[src/spcs_pkg.sv]
// serial port control/status: addresses, fields, encodings and states
// assumes a byte-wide register port with one-cycle read latency
package spcs_pkg;

	// ****************************************
	// register addresses
	// ****************************************
	localparam logic [7:0] ADDR_TX_BUF  = 8'hB6;
	localparam logic [7:0] ADDR_RX_BUF  = 8'hB7;
	localparam logic [7:0] ADDR_DIVISOR = 8'hB9;
	localparam logic [7:0] ADDR_CTRL    = 8'hBA;
	localparam logic [7:0] ADDR_RXST    = 8'hBB;
	localparam logic [7:0] ADDR_ICS     = 8'hBC;

	// ****************************************
	// write masks and reset values
	// ****************************************
	localparam logic [7:0] CTRL_WMASK    = 8'hF8;
	localparam logic [7:0] RXST_WMASK    = 8'h14;
	localparam logic [7:0] REG_RESET     = 8'h00;
	localparam logic [7:0] DIVISOR_RESET = 8'h00;

	// ****************************************
	// field positions
	// ****************************************
	localparam int C_PEN   = 7;
	localparam int C_PARITY_SELECT_HI = 6;
	localparam int C_PARITY_SELECT_LO = 5;
	localparam int C_FRAME_LEN_HI  = 4;
	localparam int C_FRAME_LEN_LO  = 3;
	localparam int C_ERR   = 2;
	localparam int C_RX_FULL_FLAG  = 1;
	localparam int C_TX_EMPTY_FLAG  = 0;
	localparam int S_DOE   = 7;
	localparam int S_FE    = 6;
	localparam int S_PE    = 5;
	localparam int S_RSV   = 4;
	localparam int S_RX_NINTH_BIT = 3;
	localparam int S_ATTENTION_ENABLE  = 2;
	localparam int S_TX_ACTIVE  = 1;
	localparam int S_RX_LINE_INDICATOR  = 0;
	localparam int I_TWO_STOP_SELECT  = 7;
	localparam int I_SHORT_STOP_SELECT = 6;
	localparam int I_TX_PIN_ENABLE  = 5;
	localparam int I_SSEL  = 4;
	localparam int I_RX_EXT_CLOCK_SELECT = 3;
	localparam int I_TX_EXT_CLOCK_SELECT = 2;
	localparam int I_ERI   = 1;
	localparam int I_ETI   = 0;

	// ****************************************
	// encodings and timing
	// ****************************************
	localparam logic [1:0] FLEN_8    = 2'h0;
	localparam logic [1:0] FLEN_7    = 2'h1;
	localparam logic [1:0] FLEN_9    = 2'h2;
	localparam logic [1:0] FLEN_LOOP = 2'h3;
	localparam logic [1:0] PAR_ODD   = 2'h0;
	localparam logic [1:0] PAR_EVEN  = 2'h1;
	localparam logic [1:0] PAR_MARK  = 2'h2;
	localparam logic [1:0] PAR_SPACE = 2'h3;
	localparam logic [3:0] OVS_LAST  = 4'hF;
	localparam logic [3:0] OVS_HALF  = 4'h7;
	localparam logic [3:0] OVS_SHORT = 4'hD;
	localparam logic [3:0] IDX_7     = 4'h6;
	localparam logic [3:0] IDX_8     = 4'h7;
	localparam logic [3:0] IDX_9     = 4'h8;
	localparam logic [3:0] IDX_ZERO  = 4'h0;
	localparam logic [3:0] IDX_ONE   = 4'h1;
	localparam logic [7:0] CNT_ONE   = 8'h01;

	typedef enum logic [2:0] {
		SPCS_TX_IDLE  = 3'b000,
		SPCS_TX_START = 3'b001,
		SPCS_TX_DATA  = 3'b010,
		SPCS_TX_PAR   = 3'b011,
		SPCS_TX_STOP1 = 3'b100,
		SPCS_TX_STOP2 = 3'b101
	} spcs_tx_t;

	typedef enum logic [2:0] {
		SPCS_RX_IDLE  = 3'b000,
		SPCS_RX_START = 3'b001,
		SPCS_RX_DATA  = 3'b010,
		SPCS_RX_PAR   = 3'b011,
		SPCS_RX_STOP  = 3'b100
	} spcs_rx_t;

endpackage : spcs_pkg

[src/spcs_serial_port.sv]
// serial port control and status with transmitter and receiver
// assumes pins arrive unsynchronised; register port is on clk
//
// The plain strobed port is this design's own decision.
`timescale 1ns/10ps

// Summary of operation
// parity generated and checked only when enabled and in 7 or 8 bit frames
// parity select 00 odd, 01 even, 10 mark, 11 space
// in 9 bit frames the low parity select bit is the sent ninth bit
// frame length 00 eight, 01 seven, 10 nine data bits; reset clears
// frame length 11 loops transmitter into receiver using nine bit frames
// read-only global error flag is the or of overrun, framing, parity
// receive-full sets when a character completes, clears when buffer is read and none completes
// transmit-empty sets on move to shifter, clears on buffer write, resets one
// software writes zero to the reserved receive status bit; it stays read/write
// error flags stick until the receive status register is read
// ninth received bit kept in a read-only status bit
// attention bit cleared by hardware when a character with ninth bit one arrives
// transmitting indicator high until end of last stop bit of final frame
// receive-line indicator set on framing error, cleared when line is high
// stop-count bit gives one or two stop bits
// short-stop bit makes the last stop bit seven eighths long in asynchronous mode
// transmit-pin enable connects serial output to pin L2
// software makes a line break by disabling the pin and driving port low
// mode bit selects asynchronous when zero, synchronous when one
// receiver clock from internal divider, or external clock pin when set
// transmitter clock from internal divider, or external clock pin when set
// receive interrupt enable bit gates receiver interrupts
// lowest interrupt/clock register bit enables transmitter interrupts
// asynchronous clock is sixteen times baud, synchronous equals baud
// transmit interrupt pending while transmit-empty and its enable
// receive interrupt pending while receive-full and its enable
// overrun set when a character completes while receive-full is set
module spcs_serial_port (
	// clock and reset
	input  wire logic       clk,
	input  wire logic       rst_n,
	// register port
	input  wire logic [7:0] addr,
	input  wire logic [7:0] wdata,
	input  wire logic       wr_en,
	input  wire logic       rd_en,
	output logic      [7:0] rdata,
	// serial pins
	input  wire logic       serial_rx_pin,
	input  wire logic       serial_ext_clock_pin,
	output logic            serial_tx_pin,
	output logic            tx_pin_enable,
	output logic            tx_pin_oe_n,
	// interrupt requests
	output logic            tx_irq_pending,
	output logic            rx_irq_pending
);

	// ****************************************
	// registers
	// ****************************************
	logic [7:0]           ctrl_cfg;
	logic [7:0]           rxst_cfg;
	logic [7:0]           ics;
	logic [7:0]           divisor;
	logic [7:0]           div_cnt;
	logic [7:0]           transmit_buffer;
	logic [7:0]           receive_buffer;
	logic                 tx_empty_flag;
	logic                 rx_full_flag;
	logic                 overrun_error;
	logic                 framing_error;
	logic                 parity_error;
	logic                 rx_ninth_bit;
	logic                 rx_line_indicator;
	logic [1:0]           sync1;
	logic [1:0]           sync2;
	logic [1:0]           sync3;
	logic [1:0]           pin_lvl;
	spcs_pkg::spcs_tx_t   tx_state;
	spcs_pkg::spcs_tx_t   next_tx_state;
	spcs_pkg::spcs_rx_t   rx_state;
	spcs_pkg::spcs_rx_t   next_rx_state;
	logic [8:0]           transmit_shifter;
	logic [8:0]           receive_shifter;
	logic [3:0]           tx_sub;
	logic [3:0]           tx_idx;
	logic [3:0]           rx_sub;
	logic [3:0]           rx_idx;
	logic                 rx_par_bad;

	// parity over seven or eight data bits
	function automatic logic spcs_parity(input logic [7:0] d, input logic seven, input logic [1:0] sel);
		logic x;
		x = ^(seven ? {1'b0, d[6:0]} : d);
		unique case (sel)
			spcs_pkg::PAR_ODD:   spcs_parity = ~x;
			spcs_pkg::PAR_EVEN:  spcs_parity = x;
			spcs_pkg::PAR_MARK:  spcs_parity = 1'b1;
			spcs_pkg::PAR_SPACE: spcs_parity = 1'b0;
		endcase
	endfunction : spcs_parity

	// ****************************************
	// decode
	// ****************************************
	wire       wr_txbuf  = wr_en && addr == spcs_pkg::ADDR_TX_BUF;
	wire       rd_rxbuf  = rd_en && addr == spcs_pkg::ADDR_RX_BUF;
	wire       rd_rxst   = rd_en && addr == spcs_pkg::ADDR_RXST;
	wire [1:0] frame_len = {ctrl_cfg[spcs_pkg::C_FRAME_LEN_HI], ctrl_cfg[spcs_pkg::C_FRAME_LEN_LO]};
	wire       nine      = frame_len[1];
	wire       seven     = frame_len == spcs_pkg::FLEN_7;
	wire       loopback  = frame_len == spcs_pkg::FLEN_LOOP;
	wire       par_on    = ctrl_cfg[spcs_pkg::C_PEN] && !nine;
	wire [1:0] par_sel   = {ctrl_cfg[spcs_pkg::C_PARITY_SELECT_HI], ctrl_cfg[spcs_pkg::C_PARITY_SELECT_LO]};
	wire       tx_ninth_bit = ctrl_cfg[spcs_pkg::C_PARITY_SELECT_LO];
	wire       sync_mode = ics[spcs_pkg::I_SSEL];
	wire       two_stop  = ics[spcs_pkg::I_TWO_STOP_SELECT];
	wire       short_stop = ics[spcs_pkg::I_SHORT_STOP_SELECT] && !sync_mode;
	wire       attention_enable = rxst_cfg[spcs_pkg::S_ATTENTION_ENABLE];
	wire [3:0] last_idx  = nine ? spcs_pkg::IDX_9 : (seven ? spcs_pkg::IDX_7 : spcs_pkg::IDX_8);
	wire       err_any   = overrun_error || framing_error || parity_error;
	wire       tx_active = tx_state != spcs_pkg::SPCS_TX_IDLE;

	// ****************************************
	// pin synchronisers and clock ticks
	// ****************************************
	// a level is taken only once stages two and three agree
	wire [1:0] agree    = ~(sync2 ^ sync3);
	wire       ext_rise = agree[1] && sync3[1] && !pin_lvl[1];
	wire       ext_fall = agree[1] && !sync3[1] && pin_lvl[1];
	wire       int_tick = div_cnt == divisor;
	wire       tx_tick  = ics[spcs_pkg::I_TX_EXT_CLOCK_SELECT] ? ext_rise : int_tick;
	wire       rx_ext_tick = sync_mode ? ext_fall : ext_rise;
	wire       rx_tick  = ics[spcs_pkg::I_RX_EXT_CLOCK_SELECT] ? rx_ext_tick : int_tick;
	wire       rx_line  = loopback ? serial_tx_pin : pin_lvl[0];

	always_ff @(posedge clk) begin
		if (!rst_n) begin
			sync1   <= 2'h3;
			sync2   <= 2'h3;
			sync3   <= 2'h3;
			pin_lvl <= 2'h3;
			div_cnt <= spcs_pkg::REG_RESET;
		end else begin
			sync1   <= {serial_ext_clock_pin, serial_rx_pin};
			sync2   <= sync1;
			sync3   <= sync2;
			pin_lvl <= (agree & sync3) | (~agree & pin_lvl);
			div_cnt <= int_tick ? spcs_pkg::REG_RESET : 8'(div_cnt + spcs_pkg::CNT_ONE);
		end
	end

	// ****************************************
	// transmitter
	// ****************************************
	// async bits span sixteen ticks, a short last stop fourteen, sync bits one tick
	wire tx_last_stop = tx_state == spcs_pkg::SPCS_TX_STOP2 || (tx_state == spcs_pkg::SPCS_TX_STOP1 && !two_stop);
	wire [3:0] tx_limit = (short_stop && tx_last_stop) ? spcs_pkg::OVS_SHORT : spcs_pkg::OVS_LAST;
	wire tx_bit_end = tx_tick && (sync_mode || tx_sub == tx_limit);
	wire tx_done    = tx_bit_end && tx_last_stop;
	// a buffer write blocks the move so the new byte is never lost
	wire tx_load    = !tx_empty_flag && !wr_txbuf && (!tx_active || tx_done);
	wire tx_par_val = spcs_parity(transmit_shifter[7:0], seven, par_sel);
	// the edge that ends a data bit must already put out the following bit
	wire [3:0] tx_bit_idx = (tx_state != spcs_pkg::SPCS_TX_DATA) ? spcs_pkg::IDX_ZERO
		: (tx_bit_end ? 4'(tx_idx + spcs_pkg::IDX_ONE) : tx_idx);
	logic next_tx_line;

	always_comb begin
		next_tx_state = tx_state;
		if (tx_load) begin
			next_tx_state = spcs_pkg::SPCS_TX_START;
		end else if (tx_bit_end) begin
			unique case (tx_state)
				spcs_pkg::SPCS_TX_IDLE:  next_tx_state = spcs_pkg::SPCS_TX_IDLE;
				spcs_pkg::SPCS_TX_START: next_tx_state = spcs_pkg::SPCS_TX_DATA;
				spcs_pkg::SPCS_TX_DATA: begin
					if (tx_idx == last_idx)
						next_tx_state = par_on ? spcs_pkg::SPCS_TX_PAR : spcs_pkg::SPCS_TX_STOP1;
				end
				spcs_pkg::SPCS_TX_PAR:   next_tx_state = spcs_pkg::SPCS_TX_STOP1;
				spcs_pkg::SPCS_TX_STOP1: next_tx_state = two_stop ? spcs_pkg::SPCS_TX_STOP2 : spcs_pkg::SPCS_TX_IDLE;
				spcs_pkg::SPCS_TX_STOP2: next_tx_state = spcs_pkg::SPCS_TX_IDLE;
				default:                 next_tx_state = spcs_pkg::SPCS_TX_IDLE;
			endcase
		end
	end

	always_comb begin
		unique case (next_tx_state)
			spcs_pkg::SPCS_TX_START: next_tx_line = 1'b0;
			spcs_pkg::SPCS_TX_DATA:  next_tx_line = transmit_shifter[tx_bit_idx];
			spcs_pkg::SPCS_TX_PAR:   next_tx_line = tx_par_val;
			default:                 next_tx_line = 1'b1;
		endcase
	end

	always_ff @(posedge clk) begin
		if (!rst_n) begin
			tx_state         <= spcs_pkg::SPCS_TX_IDLE;
			transmit_shifter <= 9'h1FF;
			tx_sub           <= spcs_pkg::IDX_ZERO;
			tx_idx           <= spcs_pkg::IDX_ZERO;
			serial_tx_pin    <= 1'b1;
		end else begin
			tx_state      <= next_tx_state;
			serial_tx_pin <= next_tx_line;
			if (tx_load)
				transmit_shifter <= {tx_ninth_bit, transmit_buffer};
			if (tx_load || tx_bit_end)
				tx_sub <= spcs_pkg::IDX_ZERO;
			else if (tx_tick)
				tx_sub <= 4'(tx_sub + spcs_pkg::IDX_ONE);
			if (tx_bit_end)
				tx_idx <= (tx_state == spcs_pkg::SPCS_TX_DATA) ? 4'(tx_idx + spcs_pkg::IDX_ONE) : spcs_pkg::IDX_ZERO;
		end
	end

	// ****************************************
	// receiver
	// ****************************************
	// receiver checks one stop bit whatever the stop-count setting
	wire [3:0] rx_limit = (rx_state == spcs_pkg::SPCS_RX_START) ? spcs_pkg::OVS_HALF : spcs_pkg::OVS_LAST;
	wire rx_sample = rx_tick && (sync_mode || rx_sub == rx_limit);
	wire rx_done   = rx_sample && rx_state == spcs_pkg::SPCS_RX_STOP;
	wire fe_event  = rx_done && !rx_line;
	wire rx_par_val = spcs_parity(receive_shifter[7:0], seven, par_sel);

	always_comb begin
		next_rx_state = rx_state;
		unique case (rx_state)
			spcs_pkg::SPCS_RX_IDLE: begin
				if (rx_tick && !rx_line)
					next_rx_state = sync_mode ? spcs_pkg::SPCS_RX_DATA : spcs_pkg::SPCS_RX_START;
			end
			spcs_pkg::SPCS_RX_START: begin
				if (rx_sample)
					next_rx_state = rx_line ? spcs_pkg::SPCS_RX_IDLE : spcs_pkg::SPCS_RX_DATA;
			end
			spcs_pkg::SPCS_RX_DATA: begin
				if (rx_sample && rx_idx == last_idx)
					next_rx_state = par_on ? spcs_pkg::SPCS_RX_PAR : spcs_pkg::SPCS_RX_STOP;
			end
			spcs_pkg::SPCS_RX_PAR: begin
				if (rx_sample)
					next_rx_state = spcs_pkg::SPCS_RX_STOP;
			end
			spcs_pkg::SPCS_RX_STOP: begin
				if (rx_sample)
					next_rx_state = spcs_pkg::SPCS_RX_IDLE;
			end
			default: next_rx_state = spcs_pkg::SPCS_RX_IDLE;
		endcase
	end

	always_ff @(posedge clk) begin
		if (!rst_n) begin
			rx_state        <= spcs_pkg::SPCS_RX_IDLE;
			receive_shifter <= 9'h000;
			rx_sub          <= spcs_pkg::IDX_ZERO;
			rx_idx          <= spcs_pkg::IDX_ZERO;
			rx_par_bad      <= 1'b0;
		end else begin
			rx_state <= next_rx_state;
			if (rx_state == spcs_pkg::SPCS_RX_IDLE) begin
				receive_shifter <= 9'h000;
				rx_idx          <= spcs_pkg::IDX_ZERO;
				rx_par_bad      <= 1'b0;
			end else if (rx_sample && rx_state == spcs_pkg::SPCS_RX_DATA) begin
				receive_shifter[rx_idx] <= rx_line;
				rx_idx <= 4'(rx_idx + spcs_pkg::IDX_ONE);
			end else if (rx_sample && rx_state == spcs_pkg::SPCS_RX_PAR) begin
				rx_par_bad <= rx_line != rx_par_val;
			end
			if (rx_sample || rx_state == spcs_pkg::SPCS_RX_IDLE)
				rx_sub <= spcs_pkg::IDX_ZERO;
			else if (rx_tick)
				rx_sub <= 4'(rx_sub + spcs_pkg::IDX_ONE);
		end
	end

	// ****************************************
	// buffers and status flags
	// ****************************************
	// on overrun the unread character is kept and the new one dropped
	wire rx_store = rx_done && !rx_full_flag;
	wire attention_enable_hit = rx_done && nine && receive_shifter[8];

	always_ff @(posedge clk) begin
		if (!rst_n) begin
			receive_buffer    <= spcs_pkg::REG_RESET;
			rx_ninth_bit      <= 1'b0;
			tx_empty_flag     <= 1'b1;
			rx_full_flag      <= 1'b0;
			overrun_error     <= 1'b0;
			framing_error     <= 1'b0;
			parity_error      <= 1'b0;
			rx_line_indicator <= 1'b0;
		end else begin
			if (rx_store) begin
				receive_buffer <= receive_shifter[7:0];
				rx_ninth_bit   <= nine && receive_shifter[8];
			end
			tx_empty_flag     <= tx_load || (tx_empty_flag && !wr_txbuf);
			rx_full_flag      <= rx_done || (rx_full_flag && !rd_rxbuf);
			overrun_error     <= (rx_done && rx_full_flag) || (overrun_error && !rd_rxst);
			framing_error     <= fe_event || (framing_error && !rd_rxst);
			parity_error      <= (rx_done && par_on && rx_par_bad) || (parity_error && !rd_rxst);
			rx_line_indicator <= fe_event || (rx_line_indicator && !rx_line);
		end
	end

	// ****************************************
	// register port
	// ****************************************
	wire [7:0] ctrl_rd = (ctrl_cfg & spcs_pkg::CTRL_WMASK) | ({7'h00, err_any} << spcs_pkg::C_ERR)
		| ({7'h00, rx_full_flag} << spcs_pkg::C_RX_FULL_FLAG) | ({7'h00, tx_empty_flag} << spcs_pkg::C_TX_EMPTY_FLAG);
	wire [7:0] rxst_rd = (rxst_cfg & spcs_pkg::RXST_WMASK) | ({7'h00, overrun_error} << spcs_pkg::S_DOE)
		| ({7'h00, framing_error} << spcs_pkg::S_FE) | ({7'h00, parity_error} << spcs_pkg::S_PE)
		| ({7'h00, rx_ninth_bit} << spcs_pkg::S_RX_NINTH_BIT) | ({7'h00, tx_active} << spcs_pkg::S_TX_ACTIVE)
		| ({7'h00, rx_line_indicator} << spcs_pkg::S_RX_LINE_INDICATOR);
	logic [7:0] next_rdata;

	always_comb begin
		unique case (addr)
			spcs_pkg::ADDR_TX_BUF:  next_rdata = transmit_buffer;
			spcs_pkg::ADDR_RX_BUF:  next_rdata = receive_buffer;
			spcs_pkg::ADDR_DIVISOR: next_rdata = divisor;
			spcs_pkg::ADDR_CTRL:    next_rdata = ctrl_rd;
			spcs_pkg::ADDR_RXST:    next_rdata = rxst_rd;
			spcs_pkg::ADDR_ICS:     next_rdata = ics;
			default:                next_rdata = spcs_pkg::REG_RESET;
		endcase
	end

	always_ff @(posedge clk) begin
		if (!rst_n) begin
			ctrl_cfg        <= spcs_pkg::REG_RESET;
			rxst_cfg        <= spcs_pkg::REG_RESET;
			ics             <= spcs_pkg::REG_RESET;
			divisor         <= spcs_pkg::DIVISOR_RESET;
			transmit_buffer <= spcs_pkg::REG_RESET;
			rdata           <= spcs_pkg::REG_RESET;
		end else begin
			rdata <= rd_en ? next_rdata : spcs_pkg::REG_RESET;
			if (wr_en && addr == spcs_pkg::ADDR_CTRL)
				ctrl_cfg <= wdata & spcs_pkg::CTRL_WMASK;
			if (wr_en && addr == spcs_pkg::ADDR_ICS)
				ics <= wdata;
			if (wr_en && addr == spcs_pkg::ADDR_DIVISOR)
				divisor <= wdata;
			if (wr_txbuf)
				transmit_buffer <= wdata;
			// the hardware clear of attention wins over a same-cycle write
			if (wr_en && addr == spcs_pkg::ADDR_RXST)
				rxst_cfg <= (wdata & spcs_pkg::RXST_WMASK) & ~({7'h00, attention_enable_hit} << spcs_pkg::S_ATTENTION_ENABLE);
			else if (attention_enable_hit)
				rxst_cfg[spcs_pkg::S_ATTENTION_ENABLE] <= 1'b0;
		end
	end

	// ****************************************
	// pins and interrupt requests
	// ****************************************
	assign tx_pin_enable  = ics[spcs_pkg::I_TX_PIN_ENABLE];
	assign tx_pin_oe_n    = ~ics[spcs_pkg::I_TX_PIN_ENABLE];
	assign tx_irq_pending = tx_empty_flag && ics[spcs_pkg::I_ETI];
	assign rx_irq_pending = rx_full_flag && ics[spcs_pkg::I_ERI];
endmodule : spcs_serial_port

[config.mk]
export PLATFORM = sky130hd
export DESIGN_NAME = spcs_serial_port
export DESIGN_NICKNAME = d
export VERILOG_FILES = /design/src/spcs_pkg.sv /design/src/spcs_serial_port.sv
export SDC_FILE = /design/constraint.sdc
export NUM_CORES = 1
export LEC_CHECK = 0
export ABC_AREA = 0
export ABC_CLOCK_PERIOD_IN_PS = 2700
export BUFFER_PORTS_ARGS = -buffer_cell sky130_fd_sc_hd__buf_2
export CORE_MARGIN = 5
export CORE_UTILIZATION = 63
export CTS_BUF_LIST = sky130_fd_sc_hd__clkbuf_8
export DETAILED_ROUTE_END_ITERATION = 12
export PLACE_DENSITY = 0.82
export RECOVER_POWER = 25
export SLEW_MARGIN = 25
export SYNTH_ARGS = -nofsm -noshare
export SYNTH_HDL_FRONTEND = slang
export SYNTH_SLANG_ARGS = --single-unit
export TNS_END_PERCENT = 10
[constraint.sdc]
create_clock -name clk -period 2.7 [get_ports clk]
set_input_delay 0.405 -clock clk [delete_from_list [all_inputs] [get_ports clk]]
set_output_delay 0.405 -clock clk [all_outputs]
set_load 0.01 [all_outputs]
Word-level counts from Yosys, hierarchy flattened:

Index checks and enable logic that the tools add are counted.

* register bits after elaboration: 115
* input bits: 22
* output and inout bits: 13
* logic and storage cells: 214

* add/sub/neg operators: 5
* magnitude comparators: 3
* eq/ne operators: 35
* multiplexer cells: 38
* bitwise logic cells: 22
* reductions and logical operators: 81

Operators with widths (number)
* equality test 8 bit, second input constant: 6
* case mux 8 bit (6 select lines): 1
* logical AND 1 bit: 42
* 2-to-1 mux 3 bit: 10
* 2-to-1 mux 4 bit: 5
* equality test 3 x 2 -> 1 bit, second input constant: 6
* adder 4 x 1 -> 4 bit, second input constant: 4
* equality test 4 bit: 4
* 2-to-1 mux 8 bit: 2
* OR 8 x 1 -> 8 bit: 2
* OR 8 x 2 -> 8 bit: 2
* parity 8 bit: 2
* case mux 3 bit (5 select lines): 1
* logical OR 1 bit: 14
* logical NOT 1 bit: 12
* case mux 3 bit (4 select lines): 1
* < comparator 4 x 5 -> 1 bit, second input constant: 2
* != test 2 bit, second input constant: 5
* bitwise mux 9 bit: 1
* equality test 3 x 1 -> 1 bit, second input constant: 3
* equality test 3 bit, second input constant: 3
* 2-to-1 mux 1 bit: 9
* adder 8 x 1 -> 8 bit, second input constant: 1
* equality test 8 bit: 1
* other kinds (29): 45

Depth between registers and ports, before layout:

* word-level depth: 14
* mapped depth: 11
* gate-level depth less buffers: 10

Least setup slack after synthesis:

OpenSTA, ideal clock, no wires.

* path type: flip-flop to flip-flop
* start: register tx_sub[1]
* end: register serial_tx_pin
* library setup time: 0.126 ns
* data arrival time: 2.203 ns
* data required time: 2.574 ns
* path slack: 0.372 ns
* cell stages (with the launch flop): 10
* path buffers: 1
* clock period less this slack: 2.328 ns
* cell sequence: dfxtp_1 -> and4b_1 -> and4_1 -> or3_1 -> buf_4 -> mux2i_1 -> or3_1 -> a2111oi_0 -> a2111o_1 -> o211ai_1

* longest elaborated chain between the ends: 9
* elaborated cells on any way between the ends: 16
* those cells by class: eq/ne: 4; mux: 7; reduce/logical: 5

RTL lines
* from (decl): line spcs_serial_port.sv:83 `logic [3:0] tx_sub;`
* from (signal assigned): line spcs_serial_port.sv:200 `tx_sub <= spcs_pkg::IDX_ZERO;`
* from (signal assigned): line spcs_serial_port.sv:209 `tx_sub <= spcs_pkg::IDX_ZERO;`
* from (signal assigned): line spcs_serial_port.sv:211 `tx_sub <= 4'(tx_sub + spcs_pkg::IDX_ONE);`
* equality test 4 bit (*): line spcs_serial_port.sv:157 `wire tx_bit_end = tx_tick && (sync_mode || tx_sub == tx_limit);`
* logical OR 1 bit (*): line spcs_serial_port.sv:157
* logical AND 1 bit (*): line spcs_serial_port.sv:157
* parallel branches: the longest is 5 deep, another holds 2-to-1 mux 4 bit
* case mux 1 bit (3 select lines) (*): line spcs_serial_port.sv:188 `unique case (next_tx_state)`
* to (signal assigned): line spcs_serial_port.sv:205 `serial_tx_pin <= next_tx_line;`
* to (decl): line spcs_serial_port.sv:48 `output logic serial_tx_pin,`

Mark *: on every way between the ends. The select of a mux whose other input is x is not followed.
A chain may end at the register's enable or synchronous reset.

Final worst setup path:

* start: register divisor[6]
* end: register rx_ninth_bit

* longest elaborated chain between the ends: 5

RTL lines
* from (decl): line spcs_serial_port.sv:62 `logic [7:0] divisor;`
* from (signal assigned): line spcs_serial_port.sv:339 `divisor <= spcs_pkg::DIVISOR_RESET;`
* from (signal assigned): line spcs_serial_port.sv:349 `divisor <= wdata;`
* equality test 8 bit: line spcs_serial_port.sv:129 `wire int_tick = div_cnt == divisor;`
* 2-to-1 mux 1 bit: line spcs_serial_port.sv:132 `wire rx_tick = ics[spcs_pkg::I_RX_EXT_CLOCK_SELECT] ? rx_ext_tick : int_tick;`
* logical AND 1 bit: line spcs_serial_port.sv:222 `wire rx_sample = rx_tick && (sync_mode || rx_sub == rx_limit);`
* logical AND 1 bit: line spcs_serial_port.sv:223 `wire rx_done = rx_sample && rx_state == spcs_pkg::SPCS_RX_STOP;`
* logical AND 1 bit: line spcs_serial_port.sv:284 `wire rx_store = rx_done && !rx_full_flag;`
* to (signal assigned): line spcs_serial_port.sv:300 `rx_ninth_bit <= nine && receive_shifter[8];`
* to (decl): line spcs_serial_port.sv:71 `logic rx_ninth_bit;`

Every way passes these cells.

==> metrics.md <==
| Metric | Value |
|---|---|
| Endpoint arrival time on the critical path | 2.82 ns |
| Root Buffer | clkbuf_8 |
| CTS buffer count | 9 |
| Met3 Usage GRT | 4.64% |
| Vias | between 4000 and 5000 |
| Setup bufs post-CTS | 0 |
| Setup crit start kind | register |
| Port bufs | 34 |
| Combinational family with the most area after synthesis | simple AND/OR/NAND/NOR gates |
| CTS tree | built |
| Failing checks | max-capacitance violations |
| Peak supply drop | 0.323 mV |
| Simple-gate portion of the synthesized area | 24.7% |
| Outcome | complete, but fails checks |
| Post-layout net count | 726 |
| Layout cells sized above 1 | 11.7% |
| Flop pwr share | between 60 and 70% |
| Largest net degree at the start of global routing | 39 |
| Yosys top cell by area | dfxtp_1 |
| Crit path required time | slightly below 3 ns |
| Initial Util | ~64% |
| Mapped Avg Cell Area | 8.91 sq um |
| Slew Viols, Final | 0 |
| GRT Max-Usage Layer | met2 |
| Maximum clock frequency | 391 MHz |
| Gr usage total | 26.5% |
| Yosys top cell area share | 38.1% |
| Async SR Flop Fraction | 0% |
| Hold_buf cts | 0 |
| Top-count cell post-synth | dfxtp_1 |
| Worst hold path type | input pin to register |
| Leak | around 0.0025 uW |
| Met2 Use GR | 42.3% |
| DP Worst Slack | ~0.14 ns |
| Min cycle time layout | 2.55 ns |
| Core ar. | 9150 sq um |
| Worst-path maximum fanout | 10 |
| Least-Margin Pin Slew | 1.49 ns |
| Area share of xor/xnor cells in the synthesized design | 6.49% |
| Antenna-violating nets left | 0 |
| Hold path cells | 2 |
| Post-DP HPWL | 10900 um |
| DRC viols | 0 |
| Clock sink count | 112 |
| Adder-cell area share of the yosys netlist | 2.13% |
| Final setup fails | 0 |
| Worst setup path category | register to register |
| Drt pass-1 iters | 6 |
| Die width | approximately 110 um |
| CTS max path bufs | 2 |
| Synth top area cells | dfxtp_1, mux2i_1, nand2_1 |
| Cell Pwr Density | ~430 nW/um^2 |
| Clk pwr share | 35.0% |
| GRT overflow | 0 |
| Prevailing post-synth register cell | dfxtp_1 |
| Final period utilization | between 90% and 100% |
| Worst Skew | ~0.012 ns |
| Met1 track utilization from global routing | 35.0% |
| Ant. Diodes | 0 |
| Syn Nets | ~690 |
| Comb pwr share | 4.3% |
| Filler cell count | 698 |
| Synth warn | 0 |
| Antenna violations before repair | 0 |
| Clock insertion delay at the later pin of the skew report | 0.36 ns |
| Worst setup margin | 0.145 ns |
| Internal | 2100 uW |
| Unrepaired setup endpoints after global routing | false |
| Reg clk slew, reported paths | 0.11 ns |
| Switching power | 648 uW |
| Num rows | 35 |
| Die Ht | 107 um |
| Post-Syn Area | 5880 sq um |
| Sw Share | 23.6% |
| Post-cts resize count | 0 |
| Kind of end point of the critical path | register |
| Syn-to-layout area delta | 8.42% |
| Top cells by count, synth | dfxtp_1, nand2_1, nor2_1, mux2i_1, nor2b_1 |
| Mux share of post-synthesis cell area | 9.70% |
| Worst hold margin | 0.216 ns |
| Max Cap Violations | 1 |
| Vias in the first global route | a little under 5000 |
| I/O Pins | 35 |
| Mapped Cells | 660 |
| Final Hold Fails | 0 |
| Yosys cell types | 68 |
| CTS H-tree lvls | 3 |
| Number of synthesized flops with an enable pin | 0 |
| Routed wire length | 14700 um |
| Compound-gate portion of the synthesized area | 15.5% |
| Number of synthesized register bits | 112 |
| Reg2Reg Depth | 8 |
| Setup TNS | 0 ns |
| Iteration-0 DRC count of the detailed router | between 300 and 400 |
| Die area | between 10000 and 15000 sq um |
| Final RePlAce weighted congestion | 0.956 |
| Vias per cell | 6.16 |
| Sequential area share after synthesis | a little under two fifths |
| Wirelength per Cell | 18.1 um |
| First-pass GRT wire length | 24400 um |
| Rel. slew slack | 0.560% |
## worst paths after layout
check	from	to	slack (ns)
setup / recovery	divisor[6]$_SDFFE_PN0P_	rx_ninth_bit$_SDFFE_PN0P_	0.15
hold / removal	serial_rx_pin	sync1[0]$_SDFF_PN1_	0.22
setup reg to reg	divisor[6]$_SDFFE_PN0P_	rx_ninth_bit$_SDFFE_PN0P_	0.15
hold reg to reg	sync1[0]$_SDFF_PN1_	sync2[0]$_SDFF_PN1_	0.43
## cells by family (layout without fill, tap and decap cells)
logic type      count (synthesis)  after routing
simple gates                  272            272
mux                            56             56
fa+ha+maj                      10             10
buf+inv                        46             85
compound gates                123            123
xor+xnor                       41             41
flops                         112            112
## worst max-delay path, stage by stage, from the launching register on
cell     delay, ns
dfxtp_1       0.36
xnor2_1       0.27
nand4_4       0.22
o31ai_4       0.47
o21ai_2       0.13
or3_1         0.60
nand2_1       0.15
o21ai_1       0.07
and2_1        0.18
## cell type report
cell class | instances | area, sq um | share of cell area (%)
multi-input cells | 502 | 3450 | 54.1
flip-flops and latches | 112 | 2240 | 35.2
repair buffers | 55 | 304 | 4.77
clock buffers | 11 | 151 | 2.37
well taps | 111 | 139 | 2.18
inverters | 14 | 52.6 | 0.824
clock inverters | 5 | 40.0 | 0.628
## flip-flops by register name, indices dropped and copies added (netlist names), 2 cells and up, named ones only
register,count
receive_shifter,9
transmit_shifter,9
div_cnt,8
divisor,8
ics,8
rdata,8
receive_buffer,8
transmit_buffer,8
ctrl_cfg,5
rx_idx,4
rx_sub,4
tx_idx,4
tx_sub,4
rx_state,3
tx_state,3
rxst_cfg,2
sync1,2
sync2,2
sync3,2
## power groups by stage
stage | combinational [uW] | clock (uW) | sequential, uW
final | 117 | 961 | 1670
after global routing | 128 | 1050 | 1670
after CTS | 115 | 974 | 1670
after detailed placement | 115 | 0 | 1710
after global placement | 112 | 0 | 1710
after floorplan | 70.2 | 0 | 1710
## cell usage in the layout (no fill, tap or decap), types with 6 or more instances in the layout
| cell type | instances |
|---|---|
| buf_2 | 21 |
| nand3_1 | 31 |
| ha_1 | 10 |
| xnor2_1 | 25 |
| buf_4 | 19 |
| a21oi_1 | 20 |
| dfxtp_1 | 112 |
| a22o_1 | 7 |
| clkbuf_1 | 15 |
| o211ai_1 | 6 |
| nand4_1 | 7 |
| a31oi_1 | 7 |
| inv_1 | 14 |
| a222oi_1 | 6 |
| a21boi_0 | 20 |
| nor2b_1 | 32 |
| xor2_1 | 13 |
| o21ai_0 | 13 |
| nor2_1 | 54 |
| mux2i_1 | 47 |
| nor3_1 | 7 |
| nand2_1 | 77 |
| clkbuf_8 | 11 |
| mux2_2 | 8 |
| nand2b_1 | 13 |
## through the flow
| step | total power, uW | instances | area [sq um] | util [%] |
|---|---|---|---|---|
| global route | 2860 | 810 | 6380 | 69.7 |
| floorplan | 1780 | 660 | 5880 | - |
| global placement | 1820 | 794 | 6200 | 67.8 |
| detailed placement | 1820 | 794 | 6200 | 67.8 |
| finish | 2750 | 810 | 6380 | 69.7 |
| CTS | 2760 | 810 | 6390 | 69.9 |
## metal layers
metal / share of wire [%] / wire length [um] / vias to the layer above
li1: - / - / 2412
met1: 43 / 6360 / 2323
met2: 46 / 6680 / 205
met3: 7.3 / 1070 / 50
met4: 3.8 / 558 / 0
met5: 0 / 0 / -
Power figures use the tool's default switching activity.
